[config.mk]
export PLATFORM = sky130hd
export DESIGN_NAME = pds_setup_top
export DESIGN_NICKNAME = d
export VERILOG_FILES = /design/src/include/pds_pkg.sv /design/src/logic/pds_edge_delay.sv /design/src/logic/pds_setup_top.sv
export SDC_FILE = /design/constraint.sdc
export NUM_CORES = 1
export LEC_CHECK = 0
export BUFFER_PORTS_ARGS = -buffer_cell sky130_fd_sc_hd__buf_2
export CAP_MARGIN = 40
export CORE_MARGIN = 8
export CORE_UTILIZATION = 45
export DETAILED_ROUTE_END_ITERATION = 8
export PLACE_DENSITY = 0.73
export SYNTH_ARGS = -nofsm -noshare
export SYNTH_HDL_FRONTEND = slang
export SYNTH_SLANG_ARGS = --single-unit
[constraint.sdc]
create_clock -name clk -period 4.8 [get_ports clk]
set_input_delay 0.96 -clock clk [delete_from_list [all_inputs] [get_ports clk]]
set_output_delay 0.96 -clock clk [all_outputs]
set_load 0.01 [all_outputs]
[src/include/pds_pkg.sv]
// package for the power-down and sample-timing setup block: register map,
// field positions, reset values and the packed carriers shared by the files.
// assumes a 32-bit APB3 slave port and a single 40 MHz master clock.
package pds_pkg;

   // register indices as printed; the byte address is four times the index
   localparam logic [7:0] PDS_IDX_POWER = 8'h07; // power_down_controls
   localparam logic [7:0] PDS_IDX_TIMING = 8'h08; // sample_timing_and_clamp_setup
   localparam logic [7:0] PDS_IDX_MODE = 8'h09; // mode bits kept outside the two setup words
   localparam logic [7:0] PDS_IDX_STATUS = 8'h0A; // read-only pin and switch state

   localparam int PDS_ADDR_W = 8; // APB address bits decoded
   localparam int PDS_DATA_W = 32; // APB data width
   localparam int PDS_REG_W = 8; // width of every register
   localparam int PDS_DELAY_W = 3; // width of the pulse delay field
   localparam int PDS_DELAY_MAX = 7; // longest pulse delay in clock periods

   // power_down_controls fields
   localparam int PDS_PD_RED = 0;
   localparam int PDS_PD_GREEN = 1;
   localparam int PDS_PD_BLUE = 2;
   localparam int PDS_PD_CONV = 3;
   localparam int PDS_PD_DAC = 4;
   localparam int PDS_PD_REFBUF = 5;
   localparam int PDS_PD_AUXBUF = 6;
   localparam logic [7:0] PDS_POWER_RESET = 8'h00;
   localparam logic [7:0] PDS_POWER_MASK = 8'h7F; // bit 7 reserved, reads zero

   // sample_timing_and_clamp_setup fields
   localparam int PDS_TM_DETECT = 0;
   localparam int PDS_TM_DELAY_LO = 1; // delay field is bits 3:1
   localparam int PDS_TM_POLARITY = 4;
   localparam int PDS_TM_CLAMP_EN = 5;
   localparam int PDS_TM_SWITCH_CTRL = 6;
   localparam logic [7:0] PDS_TIMING_RESET = 8'h20; // clamp_enable resets to one
   localparam logic [7:0] PDS_TIMING_MASK = 8'h7F;

   // mode register fields
   localparam int PDS_MD_NIBBLE = 0;
   localparam int PDS_MD_AUTO_CYCLE = 1;
   localparam int PDS_MD_MANUAL_CLAMP = 2;
   localparam int PDS_MD_REF_SEL_LO = 3; // sampling_reference_select is bits 4:3
   localparam logic [7:0] PDS_MODE_RESET = 8'h00;
   localparam logic [7:0] PDS_MODE_MASK = 8'h1F;

   // status register fields
   localparam int PDS_ST_VIDEO = 0;
   localparam int PDS_ST_RESET = 1;
   localparam int PDS_ST_SWITCH = 2;
   localparam int PDS_ST_TIMING = 3;

   // power-down strobes driven to the analogue stages
   typedef struct packed {
      logic aux_reference_buffer_disable;
      logic converter_reference_buffer_disable;
      logic clamp_dac_powerdown;
      logic converter_powerdown;
      logic blue_stage_powerdown;
      logic green_stage_powerdown;
      logic red_stage_powerdown;
   } pds_power_t;

   // APB answer group
   typedef struct packed {
      logic pready;
      logic pslverr;
      logic [31:0] prdata;
   } pds_apb_rsp_t;

endpackage

[src/logic/pds_edge_delay.sv]
// edge detector with a programmable delay line for one filtered pin level.
// assumes the level input is already synchronised to clk.
`timescale 1ns/1ps
module pds_edge_delay (
   input wire logic clk,
   input wire logic rst,
   input wire logic level, // filtered pin level
   input wire logic enable, // detector armed
   input wire logic rising, // 1 = rising edges, 0 = falling edges
   input wire logic [2:0] delay, // clock periods between edge and pulse
   output logic pulse // one clock wide
);
   logic level_prev_reg; // level one cycle ago
   logic [pds_pkg::PDS_DELAY_MAX-1:0] line_reg; // delay line, stage n is n+1 cycles late
   logic edge_seen; // selected edge in this cycle

   // one edge per change of the filtered level, so a pulse is always one cycle wide
   always_comb begin
      if (rising) begin
         edge_seen = enable & level & ~level_prev_reg;
      end else begin
         edge_seen = enable & ~level & level_prev_reg;
      end
   end

   // previous level tracker
   always_ff @(posedge clk or posedge rst) begin
      if (rst) begin
         level_prev_reg <= 1'b0;
      end else begin
         level_prev_reg <= level;
      end
   end

   // shift the edge down the line; an unarmed detector flushes it
   always_ff @(posedge clk or posedge rst) begin
      if (rst) begin
         line_reg <= '0;
      end else if (!enable) begin
         line_reg <= '0;
      end else begin
         line_reg <= {line_reg[pds_pkg::PDS_DELAY_MAX-2:0], edge_seen};
      end
   end

   // tap selection; zero delay takes the edge itself
   always_comb begin
      if (delay == 3'h0) begin
         pulse = edge_seen;
      end else begin
         pulse = line_reg[delay - 3'h1];
      end
   end
endmodule

[src/logic/pds_setup_top.sv]
// setup register bank for power-down and sample-timing control, with the
// sample edge detector and the clamp switch steering.
// assumes an APB3 master on clk and pins that come straight from the board.
`timescale 1ns/1ps
module pds_setup_top (
   input wire logic clk,
   input wire logic rst,
   input wire logic psel,
   input wire logic penable,
   input wire logic pwrite,
   input wire logic [7:0] paddr,
   input wire logic [31:0] pwdata,
   output logic [31:0] prdata,
   output logic pready,
   output logic pslverr,
   input wire logic video_sample_pin,
   input wire logic reset_sample_pin,
   output pds_pkg::pds_power_t power_down,
   output logic clamp_dac_drive_en,
   output logic timing_sample,
   output logic clamp_switch_closed
);
   // no wait states and no interrupt of its own; every pin-facing output
   // leaves a flop so the analogue side never sees decode glitches
   // byte address of a register index; registers sit on aligned 32-bit
   // words, so the index is shifted past the two byte-lane bits
   function automatic logic [7:0] byte_addr(input logic [7:0] idx);
      byte_addr = {idx[5:0], 2'b00};
   endfunction

   // does an address hit a register index; the compare is exact, so an
   // address inside a word but off its first byte counts as unmapped
   function automatic logic hits(input logic [7:0] addr, input logic [7:0] idx);
      hits = (addr == byte_addr(idx));
   endfunction

   // software-visible state; reserved bits are stored as zero, so a read
   // returns exactly what the hardware acts on
   logic [7:0] power_reg; // power_down_controls
   logic [7:0] timing_reg; // sample_timing_and_clamp_setup
   logic [7:0] mode_reg; // nibble mode, auto cycle, manual clamp, reference select

   // apb answer flops; pready, pslverr and prdata travel in one struct,
   // so they can never disagree by a cycle
   pds_pkg::pds_apb_rsp_t rsp_reg;
   pds_pkg::pds_apb_rsp_t rsp_next;

   // pin synchronisers, three flops each; stage zero may go metastable
   // and is read by nothing but stage one
   logic [2:0] video_sync_reg;
   logic [2:0] reset_sync_reg;
   logic video_level_reg; // filtered video-sample level
   logic reset_level_reg; // filtered reset-sample level

   // derived controls, named after the register fields so that the steering
   // below reads like the field list rather than like bit positions
   logic nibble_output_mode;
   logic auto_cycle_enable;
   logic clamp_manual_enable;
   logic [1:0] sampling_reference_select;
   logic sample_edge_detect_enable;
   logic [2:0] sample_pulse_delay;
   logic sample_edge_polarity;
   logic clamp_enable;
   logic clamp_switch_control;
   logic detect_armed; // both nibble mode and detect enabled
   logic detect_pulse; // delayed internal pulse
   logic clamp_pulse; // per-pixel clamp moment in nibble mode
   logic timing_next;
   logic switch_next;
   logic setup_phase; // first cycle of an apb transfer
   logic write_commit; // access edge of a write
   logic mapped; // address decodes to a register

   // field extraction
   always_comb begin
      nibble_output_mode = mode_reg[pds_pkg::PDS_MD_NIBBLE];
      auto_cycle_enable = mode_reg[pds_pkg::PDS_MD_AUTO_CYCLE];
      clamp_manual_enable = mode_reg[pds_pkg::PDS_MD_MANUAL_CLAMP];
      sampling_reference_select = mode_reg[pds_pkg::PDS_MD_REF_SEL_LO +: 2];
      sample_edge_detect_enable = timing_reg[pds_pkg::PDS_TM_DETECT];
      sample_pulse_delay = timing_reg[pds_pkg::PDS_TM_DELAY_LO +: pds_pkg::PDS_DELAY_W];
      sample_edge_polarity = timing_reg[pds_pkg::PDS_TM_POLARITY];
      clamp_enable = timing_reg[pds_pkg::PDS_TM_CLAMP_EN];
      clamp_switch_control = timing_reg[pds_pkg::PDS_TM_SWITCH_CTRL];
   end

   // detector only runs when nibble mode and detect enable are both set
   // delay and polarity are don't-care while it is off
   assign detect_armed = nibble_output_mode & sample_edge_detect_enable;

   // --------------------------------------------------------------------
   // apb slave: zero wait states, answer prepared in the setup cycle so
   // that prdata, pready and pslverr all leave flops
   // --------------------------------------------------------------------
   assign setup_phase = psel & ~penable;
   assign write_commit = psel & penable & pwrite & rsp_reg.pready;
   assign mapped = hits(paddr, pds_pkg::PDS_IDX_POWER) | hits(paddr, pds_pkg::PDS_IDX_TIMING)
                   | hits(paddr, pds_pkg::PDS_IDX_MODE) | hits(paddr, pds_pkg::PDS_IDX_STATUS);

   // read mux and answer
   always_comb begin
      rsp_next = '0;
      if (setup_phase) begin
         rsp_next.pready = 1'b1;
         rsp_next.pslverr = ~mapped; // unmapped address errors, read data zero
         if (!pwrite) begin
            if (hits(paddr, pds_pkg::PDS_IDX_POWER)) begin
               rsp_next.prdata[7:0] = power_reg;
            end else if (hits(paddr, pds_pkg::PDS_IDX_TIMING)) begin
               rsp_next.prdata[7:0] = timing_reg;
            end else if (hits(paddr, pds_pkg::PDS_IDX_MODE)) begin
               rsp_next.prdata[7:0] = mode_reg;
            end else if (hits(paddr, pds_pkg::PDS_IDX_STATUS)) begin
               // read-only snapshot of the filtered pins and the two outputs;
               // a write here is accepted without error and dropped
               rsp_next.prdata[pds_pkg::PDS_ST_VIDEO] = video_level_reg;
               rsp_next.prdata[pds_pkg::PDS_ST_RESET] = reset_level_reg;
               rsp_next.prdata[pds_pkg::PDS_ST_SWITCH] = clamp_switch_closed;
               rsp_next.prdata[pds_pkg::PDS_ST_TIMING] = timing_sample;
            end else begin
               rsp_next.prdata = '0;
            end
         end
      end
   end

   // answer flops; cleared in every cycle that is not a setup cycle, so pready
   // is a one-cycle pulse and a stalled access phase gets no second answer
   always_ff @(posedge clk or posedge rst) begin
      if (rst) begin
         rsp_reg <= '0;
      end else begin
         rsp_reg <= rsp_next;
      end
   end

   assign prdata = rsp_reg.prdata;
   assign pready = rsp_reg.pready;
   assign pslverr = rsp_reg.pslverr;

   // power-down register; the reserved bit is dropped so it always reads zero
   // a write lands at the access edge, the one at which pready is high
   always_ff @(posedge clk or posedge rst) begin
      if (rst) begin
         power_reg <= pds_pkg::PDS_POWER_RESET;
      end else if (write_commit && hits(paddr, pds_pkg::PDS_IDX_POWER)) begin
         power_reg <= pwdata[7:0] & pds_pkg::PDS_POWER_MASK;
      end
   end

   // timing and clamp setup register
   always_ff @(posedge clk or posedge rst) begin
      if (rst) begin
         timing_reg <= pds_pkg::PDS_TIMING_RESET;
      end else if (write_commit && hits(paddr, pds_pkg::PDS_IDX_TIMING)) begin
         timing_reg <= pwdata[7:0] & pds_pkg::PDS_TIMING_MASK;
      end
   end

   // mode register: nibble output, auto-cycle, manual clamp and reference
   // select, kept apart because the two setup words have only bit 7 spare
   always_ff @(posedge clk or posedge rst) begin
      if (rst) begin
         mode_reg <= pds_pkg::PDS_MODE_RESET;
      end else if (write_commit && hits(paddr, pds_pkg::PDS_IDX_MODE)) begin
         mode_reg <= pwdata[7:0] & pds_pkg::PDS_MODE_MASK;
      end
   end

   // --------------------------------------------------------------------
   // power-down strobes; registered so the analogue side sees clean levels
   // --------------------------------------------------------------------
   always_ff @(posedge clk or posedge rst) begin
      if (rst) begin
         power_down <= '0;
         clamp_dac_drive_en <= 1'b1;
      end else begin
         power_down.red_stage_powerdown <= power_reg[pds_pkg::PDS_PD_RED];
         power_down.green_stage_powerdown <= power_reg[pds_pkg::PDS_PD_GREEN];
         power_down.blue_stage_powerdown <= power_reg[pds_pkg::PDS_PD_BLUE];
         // converter alone; the reference buffers have their own bit
         power_down.converter_powerdown <= power_reg[pds_pkg::PDS_PD_CONV];
         power_down.clamp_dac_powerdown <= power_reg[pds_pkg::PDS_PD_DAC];
         power_down.converter_reference_buffer_disable <=
            power_reg[pds_pkg::PDS_PD_REFBUF];
         power_down.aux_reference_buffer_disable <= power_reg[pds_pkg::PDS_PD_AUXBUF];
         // a powered-down DAC releases the clamp level pin to an outside source
         clamp_dac_drive_en <= ~power_reg[pds_pkg::PDS_PD_DAC];
      end
   end

   // --------------------------------------------------------------------
   // pin synchronisers: a change counts once stages one and two agree,
   // which costs three cycles of latency but rejects a one-cycle glitch
   // --------------------------------------------------------------------
   always_ff @(posedge clk or posedge rst) begin
      if (rst) begin
         video_sync_reg <= '0;
         reset_sync_reg <= '0;
      end else begin
         video_sync_reg <= {video_sync_reg[1:0], video_sample_pin};
         reset_sync_reg <= {reset_sync_reg[1:0], reset_sample_pin};
      end
   end

   // filtered levels; hold the old value while stages one and two differ
   always_ff @(posedge clk or posedge rst) begin
      if (rst) begin
         video_level_reg <= 1'b0;
         reset_level_reg <= 1'b0;
      end else begin
         if (video_sync_reg[1] == video_sync_reg[2]) begin
            video_level_reg <= video_sync_reg[2];
         end
         if (reset_sync_reg[1] == reset_sync_reg[2]) begin
            reset_level_reg <= reset_sync_reg[2];
         end
      end
   end

   // sample edge detector with programmable delay; its line is flushed when
   // disarmed, so no stale pulse leaks out after a mode change
   pds_edge_delay u_detect (
      .clk(clk),
      .rst(rst),
      .level(video_level_reg),
      .enable(detect_armed),
      .rising(sample_edge_polarity),
      .delay(sample_pulse_delay),
      .pulse(detect_pulse)
   );

   // per-pixel clamp moment in nibble mode: the sample timing pulse's rising
   // edge delayed by the reference select field
   pds_edge_delay u_clamp_time (
      .clk(clk),
      .rst(rst),
      .level(timing_sample),
      .enable(nibble_output_mode),
      .rising(1'b1),
      .delay({1'b0, sampling_reference_select}),
      .pulse(clamp_pulse)
   );

   // timing control source selection; a disarmed detector hands back the
   // filtered level from the next edge on
   always_comb begin
      if (detect_armed) begin
         timing_next = detect_pulse;
      end else begin
         timing_next = video_level_reg;
      end
   end

   // clamp switch steering, highest priority first
   // clamp_enable low wins over every mode: the switch then stays open
   always_comb begin
      if (!clamp_enable) begin
         switch_next = 1'b0;
      end else if (auto_cycle_enable) begin
         // reset-sample pin is busy cycling channels
         switch_next = clamp_manual_enable;
      end else if (nibble_output_mode) begin
         // control bit is not looked at here
         switch_next = clamp_pulse;
      end else if (!clamp_switch_control) begin
         // control bit low: the reset-sample level drives the switch
         switch_next = reset_level_reg;
      end else begin
         // control bit high: both sample levels must be high at once
         switch_next = reset_level_reg & video_level_reg;
      end
   end

   // registered pin-facing outputs
   // both come from flops, costing one cycle against the filtered pins
   always_ff @(posedge clk or posedge rst) begin
      if (rst) begin
         timing_sample <= 1'b0;
         clamp_switch_closed <= 1'b0;
      end else begin
         timing_sample <= timing_next;
         clamp_switch_closed <= switch_next;
      end
   end
endmodule

# Word-level counts from Yosys, hierarchy flattened
# Index checks and enable logic that the tools add are counted.
# totals
ff_bits	87
inputBits	47
out_inout_bits	44
elab_cells	80
# op_classes
n_addsub	2
order_cmp	2
n_eq_ne	6
n_mux	20
bitwise_logic	21
n_reduce_logical	5
# ops
operator	count
7-bit two-way mux	5
34-bit two-way mux	1
8-bit by 6-bit == test with 1-bit output (second input constant)	3
1-bit bitwise AND	12
1-bit two-way mux	10
8-bit by 5-bit == test with 1-bit output (second input constant)	1
3-bit by 4-bit < comparator with 1-bit output (second input constant)	2
1-bit binary-select mux with 3-bit select	2
3-bit logical NOT	2
1-bit NOT	6
5-bit two-way mux	1
4-bit two-way mux	1
1-bit logical AND	3
1-bit OR	3
2-bit by 1-bit subtractor with 3-bit output (second input constant)	1
3-bit by 1-bit subtractor with 3-bit output (second input constant)	1
1-bit == test	2

# Logic depth before layout (Yosys ltp)
# depth
ltp_word	7
ltp_mapped	6
ltp_nobuf	6

# Hierarchy
# A second synthesis with hierarchy kept.
# unflattened
cells_unflattened	211
area_unflattened_um2	2813.9
# modules_own_cells
module	instances	cells_each	area_per_inst_um2	seq_area_each_um2
pds_setup_top	1	147	2000.7	1153.6
pds_edge_delay	2	32	406.6	200.2

# Worst setup path before layout
# Ideal clock, no wire load.
# synth_timing
path_type	input port to flip-flop
from	input port paddr[7]
to	register power_reg[0]
setup_ns	0.125
arrival_ns	2.522
required_time_ns	4.675
path_slack_ns	2.153
path_stages	5
path_buffers	1
cell_sequence	or4_4 nor4_4 and2_4 buf_12 mux2_4
# synth_via
elab_chain_cells	2
# synth_rtl
item	line	text
from (decl)	pds_setup_top.sv:11	input wire logic [7:0] paddr,
8-bit by 5-bit == test with 1-bit output	pds_setup_top.sv:34	hits = (addr == byte_addr(idx));
1-bit logical AND	pds_setup_top.sv:147	end else if (write_commit && hits(paddr, pds_pkg::PDS_IDX_POWER)) begin
to (signal assigned)	pds_setup_top.sv:146	power_reg <= pds_pkg::PDS_POWER_RESET;
to (signal assigned)	pds_setup_top.sv:148	power_reg <= pwdata[7:0] & pds_pkg::PDS_POWER_MASK;
to (decl)	pds_setup_top.sv:39	logic [7:0] power_reg;
# Every way passes these cells.
# A chain may end at the register's enable or synchronous reset.

# Worst setup path in the final report
# layout_timing
from	input port paddr[7]
to	register power_reg[3]
# Same word-level chain as after synthesis.

==> summary.txt <==
Worst setup path
  – Crit path max fanout: 9
  – Worst endpoint required time: roughly 5.0 ns
  – Critical setup path kind: in2reg
  – WP data arrival: between 2 and 3 ns
  – Critical path launch point type: input port
  – CP endpoint kind: flop

Floorplan
  – Initial Util: a little under half
  – I/O pin count: 91
  – Die Area: 8443 um2
  – Row cnt: 27
  – Die height: between 90 and 100 um
  – Core Area: between 5000 and 6000 um2
  – Die Wd: approximately 90 um

Routing
  – WL/cell: 16.01 um
  – Post-DRT Antenna Nets: 0
  – Drt first pass iters: 4
  – Via count: approximately 1600
  – Routed WL: 5171 um
  – Vias per inst: approximately 5.0
  – DRC viols: 0
  – Drt initial violations: 143

Timing
  – Fmax: 0.3847 GHz
  – Slew HR: 51.95%
  – Worst Clk Skew: around 0.0085 ns
  – Setup TNS Final: 0 ns
  – Final-report setup violation count: 0
  – Measured slew at the worst slew-check pin: 0.7207 ns
  – Min cycle time layout: around 2.6 ns
  – Period utilization: around 54%
  – Hold Fails Final Rpt: 0
  – Worst hold margin: 0.3489 ns
  – RSZ-0062 raised after global routing: false
  – Final slew viol count: 0

Hold path
  – HP Class: reg2reg

Status
  – Status: finished clean

Synth
  – Leading post-synthesis cells by cell area: dfrtp_1, buf_4, mux2_2
  – Synth Flop Type: dfrtp_1
  – Synth warn: 0
  – Cell taking the most area after synthesis: dfrtp_1
  – Post-synth EDFFs: 0
  – Yosys cell types: 42
  – Sequential share of the synthesized area: 57.07%
  – Synthesized area: 2591 um2
  – Cells after synthesis: 200
  – Synth Area per Inst: 12.96 um2
  – Ys async rst share: 100.0%
  – Synth Register Bits: 59
  – Yosys top cell area share: 55.05%

Global route
  – Pin count of the biggest net entering global routing: 60
  – Gr usage total: 12.99%
  – Remaining Overflow, GRT: 0
  – Global-route wire length before repair: between 8000 and 9000 um
  – Number of global-route vias before repair: 1771
  – Initial antenna violation count: 0

Power
  – P_int: around 840 uW
  – Reg power frac: 47.9%
  – Sw Ratio: approximately a fifth
  – Share of total power in the clock network: roughly 47%
  – Pwr dens: 358.8 nW/um2
  – Combinational share of power: roughly 4.7%
  – Maximum VDD drop: 0.2083 mV
  – Leakage: 0.001499 uW
  – Psw: 228.4 uW

Placement
  – I/O Buffers: 40
  – Routability cong.: 0.8223
  – DP HPWL: ~3700 um

Layout
  – Share of cells above drive strength 1: between 30% and 40%
  – P&R area growth vs syn: 15.11%
  – Most frequent cells in the layout: dfrtp_1, buf_2, conb_1
  – Antenna cells: 0
  – Commonest non-fill, non-tap cell in the layout: dfrtp_1
  – Nets: ~300

CTS
  – H-tree levels: 3
  – Clock root cell: clkbuf_8
  – Skew-Pair Late Insertion Delay: 0.34 ns
  – Post-CTS setup buffers: 0
  – Cts repair resizes: 0
  – Clk slew on worst S/H paths: 0.06 ns
  – CTS buffer count: 9
  – Hold Buf Count CTS: 0
  – Clock sinks: approximately 60
  – CTS tree: done
  – Clock buffer depth: 2

Job
  – Max-Cap Viols: 0
## per-stage QoR
step	setup WS (ns)	std cells	util, %	cell area, um2	total power (uW)
6_report	2.201	323	53.84	2983	1070
5_1_grt	2.132	323	53.84	2983	1115
3_3_place_gp	1.838	307	49.73	2755	571.3
2_1_floorplan	2.153	224	-	2681	566.1
3_5_place_dp	1.849	307	49.73	2755	572.9
4_1_cts	2.204	323	53.84	2983	1083
## worst max-delay path: stages
cell and delay [ns]:
buf_2 0.09, or4_4 0.57, nor4_4 0.52, and2_4 0.35, mux2_4 0.31
## power by group through the flow
stage | registers [uW] | clock network (uW) | logic, uW
after global placement | 521 | 0 | 49.9
after floorplan | 520 | 0 | 45.7
after global routing | 514 | 543 | 57.4
after detailed placement | 522 | 0 | 50.7
final | 513 | 507 | 50.6
after CTS | 513 | 518 | 50.9
## worst paths after layout
check | startpoint | slack (ns) | end | cells after the start
setup / recovery | paddr[7] | 2.20 | power_reg[3] | 5
hold / removal | video_sync_reg[0] | 0.35 | video_sync_reg[1] | 0
setup reg to reg | timing_reg[1] | 2.87 | timing_sample | 6
hold reg to reg | video_sync_reg[0] | 0.35 | video_sync_reg[1] | 0
max in group asynchronous | rst | 3.50 | power_reg[6] | 3
min in group asynchronous | rst | 0.81 | prdata[1] | 3
## metal layers
layer / vias up / track usage [%] / part of all wire, %
met2: 54 / 20.20 / 49
met1: 823 / 15.10 / 42
li1: 744 / - / -
met5: - / 0 / 0
met4: 0 / 6.040 / 1.5
met3: 9 / 5.705 / 7.9
## kinds of logic (layout without fill, tap and decap cells)
group,after synthesis,after routing,share of synthesized area [%]
multiplexers,25,25,13.04
adder cells (fa/ha/maj),5,5,2.221
flip-flops,59,59,57.07
buffers and inverters,40,67,10.09
AND/OR/NAND/NOR,47,47,11.15
AO/OA/AOI/OAI,23,23,6.278
other,1,25,0.1447
## cell usage after synthesis (2+ instances only)
cell	instances
dfrtp_1	57
buf_4	25
mux2_2	12
nor2_1	12
inv_1	10
nand2_1	9
mux2_4	7
a21oi_1	6
and3_1	6
and2_1	4
a22oi_1	3
clkbuf_1	3
ha_1	3
mux2i_1	3
mux4_2	3
a222oi_1	2
a22o_1	2
a31oi_1	2
and3b_1	2
dfstp_2	2
maj3_1	2
nand2b_1	2
nor2b_1	2
nor4_4	2
o21ai_0	2
## layout make-up
type                       count  area (um2)
fill                         500        2557
sequential                    59        1479
multi-input combinational    125       940.9
timing repair buffer          41       207.7
clock buffer                  12       155.1
tap                           72       90.09
clock inverter                 4       72.57
inverter                      10       37.54
No activity file was read; power rests on OpenSTA's default activity.
